[config.mk]
export PLATFORM = sky130hd
export DESIGN_NAME = alm_core
export DESIGN_NICKNAME = d
export VERILOG_FILES = /design/src/rtl/alm_pkg.sv /design/src/rtl/alm_core.sv
export SDC_FILE = /design/constraint.sdc
export NUM_CORES = 1
export LEC_CHECK = 0
export ABC_AREA = 1
export BUFFER_PORTS_ARGS = -buffer_cell sky130_fd_sc_hd__buf_4
export CORE_MARGIN = 10
export CORE_UTILIZATION = 55
export CTS_CLUSTER_DIAMETER = 40
export DETAILED_ROUTE_END_ITERATION = 10
export GPL_TIMING_DRIVEN = 0
export PLACE_DENSITY = 0.86
export SETUP_SLACK_MARGIN = 0.2
export SKIP_LAST_GASP = 1
export SLEW_MARGIN = 20
export SYNTH_ARGS = -nofsm -noshare
export SYNTH_HDL_FRONTEND = slang
export SYNTH_SLANG_ARGS = --single-unit
[constraint.sdc]
create_clock -name core_clk -period 3.8 [get_ports core_clk]
set_clock_uncertainty 0.2 [all_clocks]
set_input_delay 0.38 -clock core_clk [delete_from_list [all_inputs] [get_ports core_clk]]
set_output_delay 0.38 -clock core_clk [all_outputs]
set_load 0.1 [all_outputs]
[src/rtl/alm_pkg.sv]
// Opcodes, instruction classes, lengths and carrier types of the accumulator executor
package alm_pkg;

    // ****************************************
    // Widths and reset values
    // ****************************************
    localparam int unsigned CODE_AW   = 16;
    localparam logic [7:0]  ACC_RST   = 8'h00;
    localparam logic [7:0]  WREG_RST  = 8'h00;
    localparam int unsigned WREG_NUM  = 8;
    localparam int unsigned WSEL_LSB  = 0;
    localparam int unsigned PSEL_BIT  = 0;

    // ****************************************
    // Opcode encodings
    // ****************************************
    localparam logic [7:0] OP_XOR_DA  = 8'h10;
    localparam logic [7:0] OP_XOR_DI  = 8'h11;
    localparam logic [7:0] OP_XOR_AM  = 8'h12;
    localparam logic [7:0] OP_XOR_AI  = 8'h14;
    localparam logic [7:0] OP_ROTL    = 8'h20;
    localparam logic [7:0] OP_ROTR    = 8'h21;
    localparam logic [7:0] OP_MOVE_AD = 8'h30;
    localparam logic [7:0] OP_MOVE_AM = 8'h32;
    localparam logic [7:0] OP_MOVE_RD = 8'h40;
    localparam logic [7:0] OP_MOVE_RI = 8'h48;
    localparam logic [7:0] OP_MOVE_DA = 8'h50;
    localparam logic [7:0] OP_MOVE_DR = 8'h58;
    localparam logic [7:0] OP_MOVE_DD = 8'h60;
    localparam logic [7:0] MSK_PSEL   = 8'hFE;
    localparam logic [7:0] MSK_WSEL   = 8'hF8;

    // ****************************************
    // Types
    // ****************************************
    typedef enum logic [3:0] {
        C_NOP, C_XDA, C_XDI, C_XAM, C_XAI, C_ROL, C_ROR,
        C_MAD, C_MAI, C_MRD, C_MRI, C_MDA, C_MDR, C_MDD
    } alm_cls_e;

    typedef enum logic [2:0] {
        PH_OP = 3'b001,
        PH_B1 = 3'b010,
        PH_B2 = 3'b100
    } alm_ph_e;

    typedef struct packed {
        logic [1:0] nbytes;
        logic [1:0] ncyc;
    } alm_len_s;

    typedef struct packed {
        logic       we;
        logic [7:0] addr;
        logic [7:0] data;
    } alm_wr_s;

    // Bytes and cycles per instruction
    localparam alm_len_s L_1B1C = '{nbytes: 2'd1, ncyc: 2'd1};
    localparam alm_len_s L_1B2C = '{nbytes: 2'd1, ncyc: 2'd2};
    localparam alm_len_s L_2B2C = '{nbytes: 2'd2, ncyc: 2'd2};
    localparam alm_len_s L_3B3C = '{nbytes: 2'd3, ncyc: 2'd3};

    function automatic alm_cls_e alm_decode(input logic [7:0] op);
        alm_cls_e c;
        c = C_NOP;
        if (op == OP_XOR_DA) c = C_XDA;
        if (op == OP_XOR_DI) c = C_XDI;
        if ((op & MSK_PSEL) == OP_XOR_AM) c = C_XAM;
        if (op == OP_XOR_AI) c = C_XAI;
        if (op == OP_ROTL) c = C_ROL;
        if (op == OP_ROTR) c = C_ROR;
        if (op == OP_MOVE_AD) c = C_MAD;
        if ((op & MSK_PSEL) == OP_MOVE_AM) c = C_MAI;
        if ((op & MSK_WSEL) == OP_MOVE_RD) c = C_MRD;
        if ((op & MSK_WSEL) == OP_MOVE_RI) c = C_MRI;
        if (op == OP_MOVE_DA) c = C_MDA;
        if ((op & MSK_WSEL) == OP_MOVE_DR) c = C_MDR;
        if (op == OP_MOVE_DD) c = C_MDD;
        return c;
    endfunction

    function automatic alm_len_s alm_length(input alm_cls_e c);
        alm_len_s l;
        l = L_2B2C;
        case (c)
            C_NOP, C_ROL, C_ROR: l = L_1B1C;
            C_XAM, C_MAI:        l = L_1B2C;
            C_XDI, C_MDD:        l = L_3B3C;
            default:             l = L_2B2C;
        endcase
        return l;
    endfunction

endpackage

[src/rtl/alm_core.sv]
// Executor for xor, rotate-through-carry and move instructions of an 8-bit core
// Operation
// - XOR accumulator into direct byte, 2B/2C
// - XOR immediate into direct byte, 3B/3C
// - XOR indirect RAM into accumulator, 1B/2C
// - XOR immediate into accumulator, 2B/2C
// - Rotate left through carry, 1B/1C
// - Rotate right through carry, 1B/1C
// - Load accumulator from direct byte, 2B/2C
// - Load accumulator from indirect RAM, 1B/2C
// - Copy direct byte to working register, 2B/2C
// - Load immediate into working register, 2B/2C
// - Store accumulator to direct byte, 2B/2C
// - Store working register to direct byte
// - Copy direct byte to direct byte, 3B/3C
`timescale 1ns/10ps
module alm_core
    import alm_pkg::*;
#(
    parameter int unsigned CAW = CODE_AW
) (
    input  wire logic             core_clk,
    input  wire logic             srst,
    output logic [CAW-1:0]        code_addr,
    output logic                  code_rd,
    input  wire logic [7:0]       code_data,
    output logic [7:0]            dmem_raddr,
    output logic                  dmem_rd,
    input  wire logic [7:0]       dmem_rdata,
    output alm_wr_s               dmem_wr,
    output logic [7:0]            acc,
    output logic                  carry,
    output logic                  instr_done,
    output logic                  illegal_op
);

    // ****************************************
    // State
    // ****************************************
    alm_ph_e    ph;
    alm_cls_e   cls;
    logic [7:0] opc;
    logic [7:0] adr1;
    logic [7:0] wreg [WREG_NUM];

    alm_ph_e    next_ph;
    logic [7:0] next_acc;
    logic       next_cy;
    alm_wr_s    next_wr;
    logic       wreg_we;
    logic [7:0] wreg_wd;

    // ****************************************
    // Decode and sequencing
    // ****************************************
    wire logic       start   = ph == PH_OP;
    wire alm_cls_e   dec_cls = alm_decode(code_data);
    wire alm_cls_e   cur_cls = start ? dec_cls : cls;
    wire logic [7:0] cur_op  = start ? code_data : opc;
    wire alm_len_s   len     = alm_length(cur_cls);
    wire logic [1:0] cyc_idx = ph[2] ? 2'd2 : (ph[1] ? 2'd1 : 2'd0);
    wire logic [2:0] wsel    = cur_op[WSEL_LSB +: 3];
    wire logic [7:0] ptr_val = wreg[{2'b00, cur_op[PSEL_BIT]}];
    wire logic [7:0] wval    = wreg[wsel];

    wire logic last = cyc_idx == (len.ncyc - 2'd1);
    assign code_rd    = cyc_idx < len.nbytes;
    assign instr_done = last;
    assign illegal_op = start && dec_cls == C_NOP;
    assign next_ph    = last ? PH_OP : (start ? PH_B1 : PH_B2);

    // ****************************************
    // Operand read selection
    // ****************************************
    // pointer addressed read
    wire logic rd_ptr  = cur_cls inside {C_XAM, C_MAI};
    wire logic rd_adr1 = cur_cls inside {C_XDI, C_MDD};
    wire logic rd_dir  = cur_cls inside {C_XDA, C_MAD, C_MRD};
    assign dmem_rd    = (ph == PH_B1 && (rd_ptr || rd_dir)) || (ph == PH_B2 && rd_adr1);
    assign dmem_raddr = rd_ptr ? ptr_val : (rd_adr1 ? adr1 : code_data);

    // ****************************************
    // Execution
    // ****************************************
    always_comb begin
        next_acc = acc;
        next_cy  = carry;
        next_wr  = '0;
        wreg_we  = 1'b0;
        wreg_wd  = dmem_rdata;
        if (last) begin
            unique case (cur_cls)
                C_NOP: ;
                C_XDA: next_wr = '{we: 1'b1, addr: code_data, data: dmem_rdata ^ acc};
                C_XDI: next_wr = '{we: 1'b1, addr: adr1, data: dmem_rdata ^ code_data};
                C_XAM: next_acc = acc ^ dmem_rdata;
                C_XAI: next_acc = acc ^ code_data;
                C_ROL: begin
                    next_acc = {acc[6:0], carry};
                    next_cy  = acc[7];
                end
                C_ROR: begin
                    next_acc = {carry, acc[7:1]};
                    next_cy  = acc[0];
                end
                C_MAD, C_MAI: next_acc = dmem_rdata;
                C_MRD: wreg_we = 1'b1;
                C_MRI: begin
                    wreg_we = 1'b1;
                    wreg_wd = code_data;
                end
                C_MDA: next_wr = '{we: 1'b1, addr: code_data, data: acc};
                C_MDR: next_wr = '{we: 1'b1, addr: code_data, data: wval};
                C_MDD: next_wr = '{we: 1'b1, addr: code_data, data: dmem_rdata};
            endcase
        end
    end

    // ****************************************
    // Registers
    // ****************************************
    // Write lands one cycle late; next read is never before cycle 1
    always_ff @(posedge core_clk) begin
        if (srst) begin
            ph        <= PH_OP;
            code_addr <= '0;
            acc       <= ACC_RST;
            carry     <= 1'b0;
            dmem_wr   <= '0;
        end else begin
            ph      <= next_ph;
            acc     <= next_acc;
            carry   <= next_cy;
            dmem_wr <= next_wr;
            if (code_rd) begin
                code_addr <= code_addr + CAW'(1);
            end
        end
    end

    always_ff @(posedge core_clk) begin
        if (start) begin
            cls <= dec_cls;
            opc <= code_data;
        end
        if (ph == PH_B1) begin
            adr1 <= code_data;
        end
    end

    always_ff @(posedge core_clk) begin
        if (srst) begin
            for (int i = 0; i < WREG_NUM; i++) begin
                wreg[i] <= WREG_RST;
            end
        end else if (wreg_we) begin
            wreg[wsel] <= wreg_wd;
        end
    end

    logic [1:0] nfetch;
    wire logic [1:0] fetched = (start ? 2'd0 : nfetch) + {1'b0, code_rd};
    always_ff @(posedge core_clk) begin
        nfetch <= srst ? 2'd0 : fetched;
    end
endmodule // alm_core

==> results of run 1 <==
what timing repair did:
item | 4_1_cts | 5_1_grt
hold buffers | 9 | 0
hold endpoints to repair | 12 | 0
endpoints found under the setup margin | 51 | 53
buffers inserted | 21 | 10
resized for setup | 33 | 36
pin swaps | 9 | 15
gates cloned | 0 | 0
state kept, by name, summed over array words and instances (netlist names):
name	flops
carry	1
opc	3
cls	4
adr1	8
ph	3
code_addr	16
wreg	64
dmem_wr	17
acc	8
area by class of cell:
| cell class | count | area (sq um) | share of cell area |
|---|---|---|---|
| Clock buffer | 24 | 514 | 0.0563 |
| Clock inverter | 8 | 78.8 | 0.00864 |
| Inverter | 71 | 293 | 0.0321 |
| Multi-Input combinational cell | 663 | 3650 | 0.400 |
| Timing Repair Buffer | 109 | 916 | 0.100 |
| Tap cell | 172 | 215 | 0.0236 |
| Sequential cell | 124 | 3210 | 0.352 |
| Buffer | 38 | 245 | 0.0269 |
tightest hold or removal path, stage by stage:
cell and delay [ns]:
buf_4 0.10, buf_6 0.14, a22oi_1 0.08, nor2_1 0.09
routing by layer:
layer	vias to the layer above	share of wire
met3	109	0.11
met4	0	0.042
met1	3269	0.39
met2	456	0.46
met5	-	0
li1	3284	-
kinds of logic after synthesis:
group	after synthesis	share of synthesized area
muxes	2	0.00279
adders and majority gates	2	0.00349
AOI/OAI and AO/OA	117	0.102
DFF	124	0.447
and+or+nand+nor	510	0.338
buffers and inverters	109	0.0681
xor gates and xnor gates	32	0.0391
worst max-delay path by stage:
stage                     start       endpoint
6_report       ph[1]$_SDFF_PP0_        code_rd
2_1_floorplan      code_data[2]  dmem_raddr[1]
3_3_place_gp       code_data[1]        code_rd
3_5_place_dp       code_data[2]        code_rd
4_1_cts        ph[1]$_SDFF_PP0_        code_rd
5_1_grt        ph[1]$_SDFF_PP0_        code_rd
cell usage in the layout (no fill, tap or decap), types with 5 or more instances in the layout:
cell           instances
o22ai_1               21
nor2_4                 7
nand2_1              178
nand3_1               71
nor2_2                10
a21oi_1               32
xnor2_1               15
dfxtp_1               49
buf_4                102
o2111ai_1              5
dlygate4sd3_1          9
nor2_1               162
nor3_1                24
o21ai_0               22
clkbuf_1              16
o21ai_2                5
nand4_4                9
inv_1                 54
clkbuf_16             19
nand2_2               12
nand2_4               10
inv_4                  6
o22a_1                 7
inv_2                  7
buf_6                  7
xor2_1                17
buf_12                 6
nand4_1               15
buf_2                  6
edfxtp_1              72
a22oi_1                8
metrics by stage:
stage | setup WS [ns] | instance area, sq um | setup TNS [ns] | util
finish | 0.192 | 9130 | 0 | 0.720
global route | 0.0522 | 9130 | 0 | 0.720
CTS | 0.163 | 8940 | 0 | 0.706
detailed placement | -0.696 | 7950 | -7.09 | 0.627
global placement | -0.698 | 7950 | -6.38 | 0.627
floorplan | -0.266 | 7210 | -0.531 | -
==> qor.csv, run 1 <==
metric,value,unit
rows,41,
grt_use_total,0.243,
ys_warn_count,0,
ff2ff_path_depth,16,
met3_usage,0.0687,
hold_depth,4,
syn_avg_cell_area,8.00,sq um
crit_slowest_cell,dfxtp_2,
grt_pass1_wl,35000,um
synthTopCellsByArea,"edfxtp_1 (30%), dfxtp_1 (15%), nand2_1 (9.6%), nor2_1 (8.7%), nand3_1 (5.0%)",
ff2ff_setup_slack,0.39,ns
firstDrtPassIters,6,
cp.depth,16,
synth_most_common_cell,nand2_1,
start_util,0.566,
rsz0062_at_grt,yes,
fillers,985,
slowest_delay,0.39,ns
r2r_end,wreg[4][1]$_SDFFCE_PN0P_,
hold_viol,0,
drive_above_1_share,0.233,
path_buf_inv,6,
grt_pass1_vias,6736,
postSynth.asyncResetShare,0,
synth_top_area_share,0.302,
synthDistinctLibCells,47,
core_area,12700,sq um
critPathTopFamily,simple AND/OR/NAND/NOR gates,
routabilityCongestion,0.999,
cp-end-kind,primary output,
setup_viol_count_final,0,
start_kind,flop,
drt_wl_total,22300,um
ant_nets,0,
whs,0.191,ns
cts.clk_slew.worst_paths,0.06,ns
rr_startpoint,ph[1]$_SDFF_PP0_,
path_cells,"nor2_4, nand2_2, inv_4, buf_12, buf_4, or2_2, nand2_1, nand3_1, inv_1, nor2_4, a21oi_4, ha_4, nand2_4, nand2_8, clkinvlp_4, buf_12",
clk_latency,0.44,ns
gr-usage-met1,0.303,
drc,0,
synth_area,7170,sq um
dieArea,18000,sq um
syn_inst,896,
yosysSeqAreaShare,0.447,
cts_sinks,124,
crit_path_max_fanout,6,
dpl.hpwl,15100,um
max_freq,277,MHz
grt_max_degree,17,
required,3.22,ns
global_route.usage.met2,0.385,
hp-start,code_data[4],
placed_cells,1137,
tightest_slew,0.942,ns
layoutNonFillerInstCount,1209,
cts_buffer_depth,2,
status,finished clean,
viasPerCell,5.89,
final_nets,1044,
fp.dieW,134,um
final_max_slew_viol_count,0,
slew_headroom,0.370,
cap_violations,0,
cts_tree,yes,
syn2layout_area_growth,27.4,%
clockRootBuffer,clkbuf_16,
finalCritPeriodShare,0.950,
synth_edf_count,72,
grt.overflow.total,0,
drt_iter0_markers,912,
antenna_found_initial,0,
period_needed,3.61,ns
yosys-top-cells-count,"nand2_1 (184), nor2_1 (166), edfxtp_1 (72)",
synthFlopType,edfxtp_1,
synth_top_cell_by_area,edfxtp_1,
synth_seq_cells,124,
htreeDepth,4,
crit_type,reg -> out,
diodes,0,
vias,7118,
io-pin-count,72,
fp.dieH,134,um
synth_nets,916,
hold_path_end,dmem_wr[12]$_SDFF_PP0_,
wl_per_cell,18.4,um
cp.arrival,3.03,ns
io_buffer_count,69,
min_path_type,in -> reg,
cts_buffers,17,
grt_busiest_layer,met2,
Power of run 1 is left out: the tool's default activity adds up to more than one toggle a clock period on the data nets, which glitch-free logic cannot reach.
==> inputs of run 2 (changes only) <==
--- a/config.mk
+++ b/config.mk
@@ -8,11 +8,11 @@
 export ABC_AREA = 1
 export BUFFER_PORTS_ARGS = -buffer_cell sky130_fd_sc_hd__buf_4
 export CORE_MARGIN = 10
-export CORE_UTILIZATION = 55
+export CORE_UTILIZATION = 40
 export CTS_CLUSTER_DIAMETER = 40
 export DETAILED_ROUTE_END_ITERATION = 10
 export GPL_TIMING_DRIVEN = 0
-export PLACE_DENSITY = 0.86
+export PLACE_DENSITY = 0.71
 export SETUP_SLACK_MARGIN = 0.2
 export SKIP_LAST_GASP = 1
 export SLEW_MARGIN = 20
==> constraint.sdc (replaced) <==
create_clock -name core_clk -period 3.2 [get_ports core_clk]
set_clock_uncertainty 0.2 [all_clocks]
set_input_delay 0.32 -clock core_clk [delete_from_list [all_inputs] [get_ports core_clk]]
set_output_delay 0.32 -clock core_clk [all_outputs]
set_load 0.1 [all_outputs]
==> qor.csv, run 2 (synthesis results as in run 1) <==
metric,value,unit
status,"complete, but fails checks",
violations,negative setup slack,
final_cell_mix,"nand2_1 (161), nor2_1 (151), buf_4 (120)",
fillers,1480,
syn2layout_area_growth,45.5,%
crit_type,reg -> out,
final_nets,1097,
required,2.68,ns
period_needed,3.55,ns
whs,0.142,ns
diodes,0,
cts_tree,yes,
cp.arrival,3.03,ns
ant_nets,0,
start_kind,flop,
max_freq,281,MHz
grt_pass1_wl,37400,um
slew_headroom,0.332,
dpl.hpwl,15700,um
fin_ws,-0.353,ns
viasPerCell,5.55,
io_buffer_count,69,
routabilityCongestion,0.974,
grt_max_degree,17,
grt_pass1_vias,6886,
min_path_type,in -> reg,
cts_sinks,124,
antenna_found_initial,0,
regMostFlops,wreg,
dieArea,23700,sq um
cts.clk_slew.worst_paths,0.06,ns
cts_buffers,17,
finalCritPeriodShare,1.11,
htreeDepth,4,
io-pin-count,72,
place_ws,-0.662,ns
rows,48,
rsz0062_at_grt,yes,
hold_viol,0,
drc,0,
vias,7298,
tightest_slew,0.998,ns
cp-end-kind,primary output,
largest_reg_flops,64,
fp.dieW,154,um
cts_buffer_depth,2,
firstDrtPassIters,8,
core_area,17400,sq um
drt_iter0_markers,704,
drt_wl_total,24600,um
fp.dieH,154,um
multi_input_area,4110,sq um
start_util,0.411,
final_common_cell,nand2_1,
largestRegisters,"wreg (64), dmem_wr (17), code_addr (16)",
grt_use_total,0.195,
ff_latch_area,3210,sq um
cap_violations,0,
wl_per_cell,18.7,um
setup_tns,-5.16,ns
drive_above_1_share,0.346,
clockRootBuffer,clkbuf_16,
clk_latency,0.43,ns
setup_viol_count_final,27,
final_max_slew_viol_count,0,
grt.overflow.total,0,
crit_path_max_fanout,10,
fin_util,0.598,
==> run 2: worst max-delay path, cell delays in order, from the launching register on <==
cell and delay (ns):
dfxtp_4 0.35, nor2_4 0.12, nand2_4 0.08, buf_4 0.16
clkbuf_4 0.24, o21bai_4 0.25, nand4_1 0.22, nand2_4 0.16
inv_4 0.04, buf_8 0.12, a21oi_4 0.22, ha_4 0.24
nand2_4 0.08, nand2_8 0.06, clkinvlp_4 0.08, buf_12 0.17
==> run 2: cell type report <==
type                    instances  share of cell area
flip-flops and latches        124               0.308
clock inverters                 7             0.00708
well taps                     225              0.0270
plain buffers                  38              0.0321
repair buffers                162               0.147
inverters                      71              0.0324
clock buffers                  25              0.0521
multi-input cells             663               0.395
==> run 2: routing by layer <==
metal  global-route usage  vias up  share of wire
met5                    0        -              0
met4                0.101        0          0.046
met3               0.0519       98          0.081
met2                0.312      374           0.48
met1                0.237     3426           0.39
li1                     -     3400              -
==> run 2: through the flow <==
step,instance area [sq um],cells
after floorplan,7400,896
after CTS,9670,1268
after global routing,10400,1315
after detailed placement,8200,1190
after global placement,8200,1190
final,10400,1315
==> run 2: final timing paths <==
check | from | endpoint | slack, ns | cells past startpoint
setup / recovery | ph[1]$_SDFF_PP0_ | code_rd | -0.35 | 15
hold / removal | code_data[4] | dmem_wr[12]$_SDFF_PP0_ | 0.14 | 4
hold reg to reg | code_addr[15]$_SDFFE_PP0P_ | code_addr[15]$_SDFFE_PP0P_ | 0.30 | 2
setup reg to reg | ph[1]$_SDFF_PP0_ | code_addr[7]$_SDFFE_PP0P_ | -0.31 | 21
==> run 2: repair_timing <==
item / CTS / global route
pin swaps: 21 / 35
endpoints found under the setup margin: 171 / 165
hold endpoints to repair: 12 / 0
gates cloned: 0 / 2
gates resized for setup: 119 / 94
hold buffers: 9 / 0
setup buffers: 37 / 45
Power of run 2 is left out for the same reason.
